<file path="config.mk">
export PLATFORM = sky130hd
export DESIGN_NAME = dsb_top
export DESIGN_NICKNAME = d
export VERILOG_FILES = /design/src/dsb_pkg.sv /design/src/dsb_sync.sv /design/src/dsb_top.sv
export SDC_FILE = /design/constraint.sdc
export NUM_CORES = 1
export LEC_CHECK = 0
export BUFFER_PORTS_ARGS = -buffer_cell sky130_fd_sc_hd__buf_2
export CAP_MARGIN = 20
export CELL_PAD_IN_SITES_DETAIL_PLACEMENT = 0
export CELL_PAD_IN_SITES_GLOBAL_PLACEMENT = 1
export CORE_MARGIN = 3
export CORE_UTILIZATION = 46
export DETAILED_ROUTE_END_ITERATION = 8
export HOLD_SLACK_MARGIN = 0.06
export PLACE_DENSITY_LB_ADDON = 0.1
export SYNTH_ARGS = -nofsm -noshare
export SYNTH_HDL_FRONTEND = slang
export SYNTH_SLANG_ARGS = --single-unit
</file>
<file path="constraint.sdc">
create_clock -name ref_clk -period 2.7 [get_ports ref_clk]
set_input_delay 0.27 -clock ref_clk [delete_from_list [all_inputs] [get_ports ref_clk]]
set_output_delay 0.27 -clock ref_clk [all_outputs]
set_load 0.005 [all_outputs]
</file>
<file path="src/dsb_pkg.sv">
// Purpose: shared constants and types of the serial double-buffered code path
// Assumes: one 16-bit word per converter, pins sampled on ref_clk
// Notes:   no bus; all control and status bits are plain ports
package dsb_pkg;

    localparam int unsigned WORD_W      = 16;
    localparam int unsigned CNT_W       = 5;
    localparam int unsigned SYNC_STAGES = 2;
    localparam int unsigned PIN_W       = 7;

    // frame length that makes a write valid; the counter saturates here
    localparam logic [CNT_W-1:0]  FRAME_BITS = 5'h10;
    localparam logic [CNT_W-1:0]  CNT_ZERO   = 5'h00;
    localparam logic [CNT_W-1:0]  CNT_ONE    = 5'h01;

    // reset codes chosen by the reset-level select pin
    localparam logic [WORD_W-1:0] CODE_ZERO  = 16'h0000;
    localparam logic [WORD_W-1:0] CODE_MID   = 16'h8000;
    localparam logic [WORD_W-1:0] WORD_ZERO  = 16'h0000;

    localparam int unsigned MSB = WORD_W - 1;

    // positions of the pins in the synchroniser bundle
    localparam int unsigned PIN_CS    = 0;
    localparam int unsigned PIN_SCLK  = 1;
    localparam int unsigned PIN_DIN   = 2;
    localparam int unsigned PIN_LOAD  = 3;
    localparam int unsigned PIN_MODE  = 4;
    localparam int unsigned PIN_RLVL  = 5;
    localparam int unsigned PIN_SLEEP = 6;

    // gray-coded frame tracker
    typedef enum logic [1:0] {
        DSB_IDLE  = 2'b00,
        DSB_FRAME = 2'b01,
        DSB_CLOSE = 2'b11
    } dsb_state_t;

endpackage

</file>
<file path="src/dsb_sync.sv">
// Purpose: two-flop synchroniser for a bundle of asynchronous pins
// Assumes: each bit is an independent level, no bus coherence needed
// Notes:   not reset so that straps are tracked while the block is held
`timescale 1ns/1ps
module dsb_sync
    import dsb_pkg::*;
#(
    parameter int unsigned W = PIN_W
) (
    input  wire logic         ref_clk,
    input  wire logic         clk_en,
    input  wire logic [W-1:0] async_in,
    output logic      [W-1:0] sync_out
);

    genvar gi;
    generate
        for (gi = 0; gi < W; gi++) begin : g_bit
            logic [SYNC_STAGES-1:0] stage_r;
            logic [SYNC_STAGES-1:0] stage_nxt;
            always_comb begin
                stage_nxt = stage_r;
                if (clk_en) begin
                    stage_nxt = {stage_r[SYNC_STAGES-2:0], async_in[gi]};
                end
            end
            always_ff @(posedge ref_clk) begin
                stage_r <= stage_nxt;
            end
            assign sync_out[gi] = stage_r[SYNC_STAGES-1];
        end
    endgenerate

endmodule

</file>
<file path="src/dsb_top.sv">
// Purpose: serial write port and double-buffered code path of a converter
// Assumes: serial master clock well below ref_clk/4; pins are asynchronous
// Notes:   all pins but resetn and clk_en pass a two-flop synchroniser, so the block reacts a few
//          ref_clk cycles after each pin edge
//
// What this block does
// load input register only after valid frame
// output latch alone drives converter code
// strobe high holds latch, input register free
// strobe low makes latch follow input register
// strobe low: latch takes code at select rise
// strobe high blocks; later falling strobe loads
// word is sixteen bits under serial clock
// accept bits only while select low
// sample one bit per rising serial clock
// short frames discarded, registers keep values
// long frames keep the last sixteen bits
// shift register copied at select rising edge
// master releases select after sixteenth edge
// readback shifts old input word out
// readback past sixteen gives word then zeros
// master ignores readback of short frames
// chain mode pushes old bits out serially
// chain output changes on falling clock edges
// master sends sixteen clocks per chained device
// master raises select when chain transfer done
// master may pulse shared strobe for all
// reset sets registers to zero or midscale
// sleep keeps interface running and contents
// words travel most significant bit first
`timescale 1ns/1ps
module dsb_top
    import dsb_pkg::*;
(
    input  wire logic              ref_clk,
    input  wire logic              resetn,
    input  wire logic              clk_en,
    input  wire logic              cs_n,
    input  wire logic              sclk,
    input  wire logic              din,
    input  wire logic              latch_load_strobe_n,
    input  wire logic              readback_or_chain_select,
    input  wire logic              reset_level_select,
    input  wire logic              sleep_pin,
    output logic                   sdo,
    output logic      [WORD_W-1:0] dac_code,
    output logic      [WORD_W-1:0] input_word,
    output logic                   powered_down,
    output logic                   frame_busy,
    output logic                   frame_loaded,
    output logic                   frame_short
);

    // ------------------------------------------------------------------
    // pin synchronisation
    // ------------------------------------------------------------------
    logic [PIN_W-1:0] pins_async;
    logic [PIN_W-1:0] pins_sync;

    assign pins_async[PIN_CS]    = cs_n;
    assign pins_async[PIN_SCLK]  = sclk;
    assign pins_async[PIN_DIN]   = din;
    assign pins_async[PIN_LOAD]  = latch_load_strobe_n;
    assign pins_async[PIN_MODE]  = readback_or_chain_select;
    assign pins_async[PIN_RLVL]  = reset_level_select;
    assign pins_async[PIN_SLEEP] = sleep_pin;

    dsb_sync #(
        .W        (PIN_W)
    ) u_sync (
        .ref_clk  (ref_clk),
        .clk_en   (clk_en),
        .async_in (pins_async),
        .sync_out (pins_sync)
    );

    logic cs_n_s;
    logic sclk_s;
    logic din_s;
    logic load_n_s;
    logic readback_s;
    logic mid_s;
    logic sleep_s;

    assign cs_n_s     = pins_sync[PIN_CS];
    assign sclk_s     = pins_sync[PIN_SCLK];
    assign din_s      = pins_sync[PIN_DIN];
    assign load_n_s   = pins_sync[PIN_LOAD];
    assign readback_s = pins_sync[PIN_MODE];
    assign mid_s      = pins_sync[PIN_RLVL];
    assign sleep_s    = pins_sync[PIN_SLEEP];

    // ------------------------------------------------------------------
    // edge detection on the synchronised serial pins
    // ------------------------------------------------------------------
    logic sclk_prev_r;
    logic sclk_prev_nxt;
    logic cs_prev_r;
    logic cs_prev_nxt;

    always_comb begin
        sclk_prev_nxt = sclk_prev_r;
        cs_prev_nxt   = cs_prev_r;
        if (!resetn) begin
            sclk_prev_nxt = 1'b0;
            cs_prev_nxt   = 1'b1;
        end else if (clk_en) begin
            sclk_prev_nxt = sclk_s;
            cs_prev_nxt   = cs_n_s;
        end
    end

    always_ff @(posedge ref_clk) begin
        sclk_prev_r <= sclk_prev_nxt;
        cs_prev_r   <= cs_prev_nxt;
    end

    logic sclk_rise;
    logic sclk_fall;
    logic cs_fall;
    logic cs_rise;

    assign sclk_rise = sclk_s & ~sclk_prev_r;
    assign sclk_fall = ~sclk_s & sclk_prev_r;
    assign cs_fall   = ~cs_n_s & cs_prev_r;
    assign cs_rise   = cs_n_s & ~cs_prev_r;

    // ------------------------------------------------------------------
    // frame tracking and input shift register
    // ------------------------------------------------------------------
    dsb_state_t       state_r;
    dsb_state_t       state_nxt;
    logic [WORD_W-1:0] shift_r;
    logic [WORD_W-1:0] shift_nxt;
    logic [CNT_W-1:0]  cnt_r;
    logic [CNT_W-1:0]  cnt_nxt;
    logic              commit;
    logic              discard;

    always_comb begin
        state_nxt = state_r;
        shift_nxt = shift_r;
        cnt_nxt   = cnt_r;
        commit    = 1'b0;
        discard   = 1'b0;
        if (!resetn) begin
            state_nxt = DSB_IDLE;
            shift_nxt = WORD_ZERO;
            cnt_nxt   = CNT_ZERO;
        end else if (clk_en) begin
            case (state_r)
                DSB_IDLE: begin
                    if (cs_fall) begin
                        state_nxt = DSB_FRAME;
                        cnt_nxt   = CNT_ZERO;
                    end
                end
                DSB_FRAME: begin
                    if (cs_rise) begin
                        state_nxt = DSB_CLOSE;
                    end else if (sclk_rise) begin
                        // msb arrives first and walks up the register
                        shift_nxt = {shift_r[MSB-1:0], din_s};
                        if (cnt_r != FRAME_BITS) begin
                            cnt_nxt = cnt_r + CNT_ONE;
                        end
                    end
                end
                DSB_CLOSE: begin
                    state_nxt = DSB_IDLE;
                    if (cnt_r == FRAME_BITS) begin
                        commit = 1'b1;
                    end else begin
                        discard = 1'b1;
                    end
                end
                default: begin
                    state_nxt = DSB_IDLE;
                end
            endcase
        end
    end

    always_ff @(posedge ref_clk) begin
        state_r <= state_nxt;
        shift_r <= shift_nxt;
        cnt_r   <= cnt_nxt;
    end

    // ------------------------------------------------------------------
    // input register and output latch
    // ------------------------------------------------------------------
    logic [WORD_W-1:0] inreg_r;
    logic [WORD_W-1:0] inreg_nxt;
    logic [WORD_W-1:0] latch_r;
    logic [WORD_W-1:0] latch_nxt;
    logic [WORD_W-1:0] reset_code;

    assign reset_code = mid_s ? CODE_MID : CODE_ZERO;

    always_comb begin
        inreg_nxt = inreg_r;
        latch_nxt = latch_r;
        if (!resetn) begin
            // strap is tracked for as long as reset is held
            inreg_nxt = reset_code;
            latch_nxt = reset_code;
        end else if (clk_en) begin
            if (commit) begin
                inreg_nxt = shift_r;
            end
            // the latch looks at the new input word, so a load in
            // transparent mode shows up in the same cycle as the commit
            if (!load_n_s) begin
                latch_nxt = inreg_nxt;
            end else begin
                latch_nxt = latch_r;
            end
        end
    end

    always_ff @(posedge ref_clk) begin
        inreg_r <= inreg_nxt;
        latch_r <= latch_nxt;
    end

    // ------------------------------------------------------------------
    // serial output: readback of the input word or chain pass-through
    // ------------------------------------------------------------------
    logic [WORD_W-1:0] out_sh_r;
    logic [WORD_W-1:0] out_sh_nxt;
    logic              sdo_r;
    logic              sdo_nxt;

    always_comb begin
        out_sh_nxt = out_sh_r;
        sdo_nxt    = sdo_r;
        if (!resetn) begin
            out_sh_nxt = WORD_ZERO;
            sdo_nxt    = 1'b0;
        end else if (clk_en) begin
            if (cs_fall) begin
                // first bit must be valid before the first rising edge
                out_sh_nxt = {inreg_r[MSB-1:0], 1'b0};
                sdo_nxt    = readback_s ? inreg_r[MSB] : shift_r[MSB];
            end else if (state_r == DSB_FRAME && sclk_fall) begin
                if (readback_s) begin
                    sdo_nxt    = out_sh_r[MSB];
                    out_sh_nxt = {out_sh_r[MSB-1:0], 1'b0};
                end else begin
                    sdo_nxt = shift_r[MSB];
                end
            end
        end
    end

    always_ff @(posedge ref_clk) begin
        out_sh_r <= out_sh_nxt;
        sdo_r    <= sdo_nxt;
    end

    // ------------------------------------------------------------------
    // status
    // ------------------------------------------------------------------
    logic loaded_r;
    logic loaded_nxt;
    logic short_r;
    logic short_nxt;
    logic busy_r;
    logic busy_nxt;
    logic sleep_r;
    logic sleep_nxt;

    always_comb begin
        loaded_nxt = loaded_r;
        short_nxt  = short_r;
        busy_nxt   = busy_r;
        sleep_nxt  = sleep_r;
        if (!resetn) begin
            loaded_nxt = 1'b0;
            short_nxt  = 1'b0;
            busy_nxt   = 1'b0;
            sleep_nxt  = 1'b0;
        end else if (clk_en) begin
            loaded_nxt = commit;
            short_nxt  = discard;
            busy_nxt   = (state_nxt != DSB_IDLE);
            // sleep only flags the analog side; serial path keeps running
            sleep_nxt  = sleep_s;
        end
    end

    always_ff @(posedge ref_clk) begin
        loaded_r <= loaded_nxt;
        short_r  <= short_nxt;
        busy_r   <= busy_nxt;
        sleep_r  <= sleep_nxt;
    end

    assign sdo          = sdo_r;
    assign dac_code     = latch_r;
    assign input_word   = inreg_r;
    assign powered_down = sleep_r;
    assign frame_busy   = busy_r;
    assign frame_loaded = loaded_r;
    assign frame_short  = short_r;

endmodule

</file>
---- Yosys cells after proc, flatten, opt, wreduce, memory -nomap -nowiden ----
Cells that the tools add are included.
storage, ports and cells
  bits in registers ....................... 92
  input port bits ......................... 10
  output and inout bits ................... 37
  logic and storage cells ................. 81
cells by class
  $add $sub $neg .......................... 1
  equal/unequal tests ..................... 10
  mux-type cells .......................... 30
  bitwise gates (word level) .............. 9
  reduce and logical (&&, ||, !) cells .... 11
operators by type and width
  kind                                           number
  2-to-1 mux 16 bit                              10
  2-to-1 mux 5 bit                               4
  2-to-1 mux 1 bit                               10
  != test 2 bit, second input constant           5
  case mux 5 bit (2 select lines)                1
  2-to-1 mux 2 bit                               4
  nonzero test 2 bit                             4
  AND reduction 6 bit                            1
  adder 5 x 1 -> 5 bit, second input constant    1
  == test 5 bit, second input constant           1
  != test 5 bit, second input constant           1
  inverter 1 bit                                 5
  bitwise AND 1 bit                              4
  case mux 2 bit (2 select lines)                1
  AND reduction 2 bit                            2
  AND reduction 4 bit                            1
  AND reduction 3 bit                            1
  == test 2 x 1 -> 1 bit, second input constant  1
  == test 2 bit, second input constant           1
  zero test 2 bit                                1
  != test 2 x 1 -> 1 bit, second input constant  1
  logical AND 1 bit                              1

---- Logic depth before layout (Yosys ltp) ----
Gate-level depths: netlist of run 1.
  depth after elaboration ................. 9
  mapped depth ............................ 7
  depth with buffers taken out ............ 6

---- Modules after synthesis ----
Synthesis of run 1 repeated with hierarchy kept, for this count alone.
unflattened totals
  cell total of the unflattened synthesis .. 332
  area total of the unflattened synthesis .. 3642.2 µm²
modules (own cells, without submodules)
  module    times used  cells an instance  area an instance (µm²)  seq. area each (µm²)
  dsb_top   1           311                3169.3                  1861.8
  dsb_sync  1           21                 473.0                   420.4

---- Least setup slack after synthesis of run 1 ----
Ideal clock, no wire load.
  path type ............................... input -> register
  start point ............................. in clk_en
  end point ............................... reg latch_r[0] (netlist: dac_code[0]) (enable)
  library setup time ...................... 0.411 ns
  arrival ................................. 1.665 ns
  data required time ...................... 2.289 ns
  slack ................................... 0.624 ns
  cell stages on the path ................. 3
  path buffers ............................ 1
  path through ............................ buf_6 > inv_2 > o21ai_0
on the way
  word-level cells in the longest chain between the ends .. 2
ends and longest elaborated chain
  item                                     line            source
  from (decl)                              dsb_top.sv:37   input wire logic clk_en,
  != test 2 x 1 -> 1 bit (no source line)  n/a
  AND reduction 2 bit (no source line)     n/a
  to (signal assigned)                     dsb_top.sv:224  latch_r <= latch_nxt;
  to (decl)                                dsb_top.sv:195  logic [WORD_W-1:0] latch_r;
No other way between the ends.
A chain may end at the register's enable or synchronous reset.

---- Final worst setup path of run 1 ----
  start point ............................. reg u_sync.g_bit[0].stage_r[1]
  end point ............................... reg cnt_r[3]
on the way
  word-level cells in the longest chain between the ends .. 4
  elaborated cells between the ends (all ways) .. 6
  those cells by class .................... eq/ne (2); bitwise (3); reduce/logical (1)
ends and longest elaborated chain
  item                                      line            source
  from (decl)                               dsb_sync.sv:19  logic [SYNC_STAGES-1:0] stage_r;
  from (signal assigned)                    dsb_sync.sv:28  stage_r <= stage_nxt;
  inverter 1 bit                            dsb_top.sv:125  assign cs_fall = ~cs_n_s & cs_prev_r;
  bitwise AND 1 bit                         dsb_top.sv:125
  != test 2 bit (no source line)            n/a
  AND reduction 6 bit (no source line) (*)  n/a
  to (signal assigned)                      dsb_top.sv:187  cnt_r <= cnt_nxt;
  to (decl)                                 dsb_top.sv:135  logic [CNT_W-1:0] cnt_r;
Mark *: on every way between the ends. The rest lies on a longest branch, timed or not.

==> results of run 1 <==
-- cell families (layout without fill, tap and decap cells) --
kind of cell | Yosys count | after routing
AND/OR/NAND/NOR | 90 | 90
AO/OA/AOI/OAI | 60 | 60
multiplexers | 21 | 21
buffers and inverters | 21 | 75
flip-flops | 91 | 91
adder cells (fa/ha/maj) | 2 | 2
-- stage by stage --
step / instances / util, %
finish: 438 / 55.1
global route: 438 / 55.1
CTS: 438 / 55.1
detailed placement: 422 / 52.5
global placement: 422 / 52.5
floorplan: 285 / -
-- registers in the layout, indices dropped and copies added (netlist names) --
name                  flops
shift_r                  16
sdo                       1
dac_code                 16
state_r                   2
sclk_prev_r               1
cnt_r                     5
input_word               16
u_sync.g_bit.stage_r     14
frame_loaded              1
out_sh_r                 15
cs_prev_r                 1
frame_busy                1
frame_short               1
powered_down              1
-- per-layer routing --
metal / routed length (µm) / part of all wire, % / vias to the layer above
met5: 0 / 0 / -
met4: 165 / 2.4 / 0
li1: - / - / 1144
met1: 3450 / 49 / 1108
met3: 251 / 3.6 / 12
met2: 3110 / 45 / 56
-- synth_stat cells (2+ instances only) --
| cell type | n | area [µm²] |
|---|---|---|
| edfxtp_1 | 46 | 1380 |
| dfxtp_1 | 45 | 901 |
| nand2_1 | 42 | 158 |
| nor2_1 | 22 | 82.6 |
| mux2i_1 | 21 | 210 |
| a21oi_1 | 20 | 100 |
| o221a_2 | 15 | 169 |
| o21a_1 | 14 | 105 |
| clkbuf_1 | 6 | 22.5 |
| inv_1 | 4 | 15.0 |
| nand3_1 | 4 | 20.0 |
| nand4_1 | 4 | 25.0 |
| buf_2 | 3 | 15.0 |
| buf_4 | 3 | 22.5 |
| a31o_2 | 2 | 17.5 |
| buf_6 | 2 | 22.5 |
| ha_1 | 2 | 25.0 |
| o21ai_0 | 2 | 10.0 |
-- path summary, 6_finish.rpt --
check	to	slack, ns	cells after the start
worst min register to register	u_sync.g_bit[6].stage_r[1]$_DFFE_PP_	0.41	0
worst max-delay path	cnt_r[3]$_SDFFE_PN0P_	0.80	4
worst max register to register	cnt_r[3]$_SDFFE_PN0P_	0.80	4
worst min-delay path	u_sync.g_bit[0].stage_r[0]$_DFFE_PP_	0.08	1
-- power groups by stage --
stage	Combinational, mW	Sequential, mW	Clock, mW
floorplan	0.114	1.60	0
global placement	0.196	1.61	0
detailed placement	0.197	1.61	0
CTS	0.198	1.58	0.936
global route	0.218	1.59	0.997
finish	0.194	1.58	0.909
-- critical path, cell delays in order (launching register included) --
cell	delay, ns
edfxtp_1	0.42
nand3b_2	0.49
or3_4	0.48
and2_1	0.19
o221a_2	0.22
-- cell usage in the layout (no fill, tap or decap), types with 2 or more instances in the layout --
master    instances
buf_4             8
a31o_2            2
clkbuf_8         10
o21a_1           14
buf_2            46
inv_1             4
a21oi_1          20
ha_1              2
o221a_2          15
edfxtp_1         46
dfxtp_1          45
nand3_1           4
nor2_1           22
clkinv_2          2
mux2i_1          21
nand2_1          42
nand4_1           4
-- final cells by class --
type,instances,area (µm²)
Clock buffer,11,141
Clock inverter,5,52.6
Fill cell,652,3330
Inverter,5,18.8
Multi-Input combinational cell,173,1170
Sequential cell,91,2280
Tap cell,99,124
Timing Repair Buffer,54,290
==> flow_metrics.tcl, run 1 <==
set metrics [dict create \
    htreeDepth 3 \
    postCtsHoldBufs 0 \
    design_area_um2 4080 \
    power.total_mw 2.68 \
    clkTransAtPathRegs_ns 0.09 \
    use_met1_pct 23.9 \
    drive_gt1_share_pct 28.6 \
    grt_pass1_wl_um 11600 \
    dr.first_iter.drc_count 138 \
    wirelength_um 6980 \
    syn_nets 297 \
    maxSlewHeadroom_pct 44.8 \
    synth_edf_count 46 \
    setup_ws_ns 0.801 \
    pwr-share-comb_pct 7.2 \
    setup_tns_ns 0 \
    switching_share_pct 22.7 \
    netlist_area_um2 3580 \
    worst_ep_arrival_time_ns 2.15 \
    synth_cell_types 46 \
    cp-start-kind "flop" \
    crit_fanout 17 \
    cp.required_ns 2.95 \
    period_minus_slack_ns 1.90 \
    ys_ff_latch 91 \
    rsz0062_at_grt "false" \
    whs_ns 0.0809 \
    drc 0 \
    place_ws_ns 0.800 \
    p_seq_share_pct 58.9 \
    fp-row-count 31 \
    drt_pass1_iterations 4 \
    avgSynthCellArea_um2 12.6 \
    grt_antenna_before_repair 0 \
    max_freq_mhz 527 \
    grt_overflow 0 \
    setup.worst_path.start "u_sync.g_bit[0].stage_r[1]$_DFFE_PP_" \
    power_frac_clock_pct 33.9 \
    cts.path.max_buffers 2 \
    cts.sinks 91 \
    cts_tree "done" \
    die_x_um 94.2 \
    final_nets 346 \
    synth_compound_area_share_pct 12.8 \
    ant_nets 0 \
    async_flop_share_pct 0 \
    synth_top_family_by_area "simple AND/OR/NAND/NOR gates" \
    busiest_layer "met2" \
    synthAdderAreaFrac_pct 0.699 \
    internal_power_mw 2.07 \
    grtUsageMet2_pct 26.6 \
    grt_max_degree 20 \
    ys_warn_count 0 \
    hold_viol 0 \
    drv_cap 0 \
    via_count 2320 \
    cts_resized 0 \
    synthCells 285 \
    grtUsageMet3_pct 2.64 \
    p_per_area_nw_per_um2 657 \
    synth_xor_area_share_pct 0 \
    critPathKind "reg2reg" \
    antennaDiodeCount 0 \
    placed_area_um2 3890 \
    post-cts-setup-buffer-count 0 \
    start_util_pct 48.3 \
    critPathCaptureType "flop" \
    die_area_um2 8880 \
    worstReg2RegStart "u_sync.g_bit[0].stage_r[1]$_DFFE_PP_" \
    drv_slew 0 \
    worst_ir_drop_vdd_mv 0.310 \
    power.switching_uw 610 \
    worst_pin_slew_ns 0.826 \
    muxShareOfSynthArea_pct 5.87 \
    setup_viol 0 \
    synth_seq_area_share_pct 63.7 \
    track_usage_pct 17.4 \
    status "complete, no violations" \
    clockRootBuffer "clkbuf_8" \
    ios 47 \
    clk_latency_ns 0.36 \
    syn_to_final_growth_pct 14.0 \
    core_area_um2 7410 \
    synthSimpleGateAreaFrac_pct 13.4 \
    synthFlopType "edfxtp_1" \
    wire_per_inst_um 15.9 \
    finClkSkew_ns 0.0113 \
    die_h_um 94.2 \
    hold_start "cs_n" \
    min_period_over_period_pct 70.3 \
    grt_pass1_vias 2214 \
    gp_congestion 0.758 \
    dpl.hpwl_um 4580 \
    via_per_inst 5.30 \
    io_buffers 46 \
    cts_buffers 9 \
    min_path_type "in2reg" \
    p_leak_nw 1.52 \
]
(Power assumes the default switching activity.)
==> run 2: changes to the inputs <==
==> constraint.sdc (replaced) <==
create_clock -name ref_clk -period 2 [get_ports ref_clk]
set_input_delay 0.2 -clock ref_clk [delete_from_list [all_inputs] [get_ports ref_clk]]
set_output_delay 0.2 -clock ref_clk [all_outputs]
set_load 0.005 [all_outputs]
==> run 2 against run 1 <==
Effect of this change: die area unchanged; non-clock buffer count increased by 10; utilization is 1.7 points higher; count of clock-buffer cells in the layout unchanged; total power rose by 38%; critical path depth up 3; register-to-register slack worse by 0.48 ns; setup slack got worse by 0.48 ns; clock power rose by 42%; largest power group unchanged.
==> flow_metrics.tcl, run 2 (synthesis gave the netlist of run 1 again) <==
set metrics [dict create \
    worst_ir_drop_vdd_mv 0.575 \
    htreeDepth 3 \
    wire_per_inst_um 16.0 \
    ant_nets 0 \
    track_usage_pct 17.8 \
    cts.path.max_buffers 2 \
    start_util_pct 48.3 \
    power.total_mw 3.70 \
    drt_pass1_iterations 4 \
    status "complete, no violations" \
    grt_pass1_vias 2244 \
    via_per_inst 5.20 \
    min_period_over_period_pct 84.2 \
    drive_gt1_share_pct 29.2 \
    cts_tree "done" \
    die_x_um 94.2 \
    ios 47 \
    regArea_um2 2280 \
    switching_share_pct 22.8 \
    final_cell_mix "46 x edfxtp_1, 46 x buf_2, 45 x dfxtp_1" \
    whs_ns 0.243 \
    placed_area_um2 3920 \
    syn_to_final_growth_pct 17.4 \
    setup_ws_ns 0.316 \
    r2r_cells 7 \
    cp.required_ns 2.10 \
    grt_overflow 0 \
    grt_antenna_before_repair 0 \
    wirelength_um 7170 \
    grt_max_degree 22 \
    cts_buffers 9 \
    cts.sinks 91 \
    drc 0 \
    setup_tns_ns 0 \
    internal_power_mw 2.85 \
    worst_ep_arrival_time_ns 1.78 \
    slowest_delay_ns 0.35 \
    place_ws_ns 0.314 \
    design_area_um2 4210 \
    finClkSkew_ns 0.0107 \
    fill_cells 621 \
    p_leak_nw 1.57 \
    p_seq_share_pct 57.6 \
    power_frac_clock_pct 34.8 \
    dpl.hpwl_um 4630 \
    rsz0062_at_grt "false" \
    dr.first_iter.drc_count 113 \
    max_freq_mhz 594 \
    worst_pin_slew_ns 0.449 \
    setup_viol 0 \
    critPathCaptureType "flop" \
    worstPathCellList "inv_1 > ha_1 > nand4bb_4 > nor2_4 > buf_12 > mux2i_1 > a21oi_1" \
    cp-start-kind "flop" \
    grt_pass1_wl_um 11800 \
    period_minus_slack_ns 1.68 \
    die_area_um2 8880 \
    io_buffers 46 \
    multiInputGateArea_um2 1170 \
    final_nets 356 \
    drv_cap 0 \
    antennaDiodeCount 0 \
    slowest_stage "dfxtp_1" \
    p_per_area_nw_per_um2 879 \
    power.switching_uw 843 \
    clkTransAtPathRegs_ns 0.08 \
    clockRootBuffer "clkbuf_8" \
    maxSlewHeadroom_pct 70.0 \
    via_count 2328 \
    core_area_um2 7410 \
    gp_congestion 0.757 \
    post-cts-setup-buffer-count 0 \
    fp-row-count 31 \
    hold_viol 0 \
    die_h_um 94.2 \
    min_path_type "in2reg" \
    whs_path_depth 3 \
    pwr-share-comb_pct 7.5 \
    clk_latency_ns 0.35 \
    crit_fanout 17 \
    critPathKind "reg2reg" \
    drv_slew 0 \
]
==> run 2: changes by cell type in the layout (fill, tap and decap cells not counted), sizes merged <==
cell	previous run	this run
dlygate4sd3	0	7
buf	54	57
clkinv	4	2
clkinvlp	0	1
inv	5	6
==> run 2: stage by stage <==
| stage | std cells | util [%] |
|---|---|---|
| after floorplan | 285 | - |
| after global routing | 448 | 56.8 |
| after global placement | 425 | 53.0 |
| after CTS | 448 | 56.8 |
| after detailed placement | 425 | 53.0 |
| final | 448 | 56.8 |
==> run 2: final timing paths <==
path	from	endpoint	slack, ns
max	cnt_r[0]$_SDFFE_PN0P_	input_word[15]$_DFFE_PP_	0.32
min	clk_en	frame_short$_SDFFE_PN0P_	0.24
max reg2reg	cnt_r[0]$_SDFFE_PN0P_	input_word[15]$_DFFE_PP_	0.32
min reg2reg	u_sync.g_bit[5].stage_r[0]$_DFFE_PP_	u_sync.g_bit[5].stage_r[1]$_DFFE_PP_	0.43
==> run 2: final cells by class <==
type,count,area share (%)
flip-flops and latches,91,54.3
clock buffers,11,3.60
multi-input cells,173,27.9
clock inverters,5,1.43
well taps,99,2.95
inverters,5,0.446
repair buffers,64,9.40
==> run 2: critical path: cells and delay by family, from the launching register on <==
family                   cells  cell delay, ns
flip-flops                   1            0.35
AND/OR/NAND/NOR              2            0.31
multiplexers                 1            0.22
adder cells (fa/ha/maj)      1            0.19
buffers and inverters        2            0.25
AO/OA/AOI/OAI                1            0.10
==> run 2: routing by layer <==
| metal | share of wire (%) | up-vias | global-route usage, % |
|---|---|---|---|
| met5 | 0 | - | 0 |
| met4 | 1.2 | 0 | 5.78 |
| met3 | 3.5 | 6 | 4.09 |
| met2 | 47 | 48 | 28.4 |
| met1 | 48 | 1109 | 24.0 |
| li1 | - | 1165 | - |
==> run 2: what timing repair did <==
action | in CTS | in global routing
hold endpoints to repair | 7 | 0
gates resized for setup | 0 | 0
hold buffers | 7 | 0
==> run 2: power by group through the flow <==
stage / sequential (mW) / combinational (mW) / clock (mW)
after CTS: 2.13 / 0.283 / 1.32
after global routing: 2.15 / 0.311 / 1.41
after floorplan: 2.17 / 0.155 / 0
after detailed placement: 2.18 / 0.272 / 0
final: 2.13 / 0.278 / 1.29
after global placement: 2.17 / 0.269 / 0
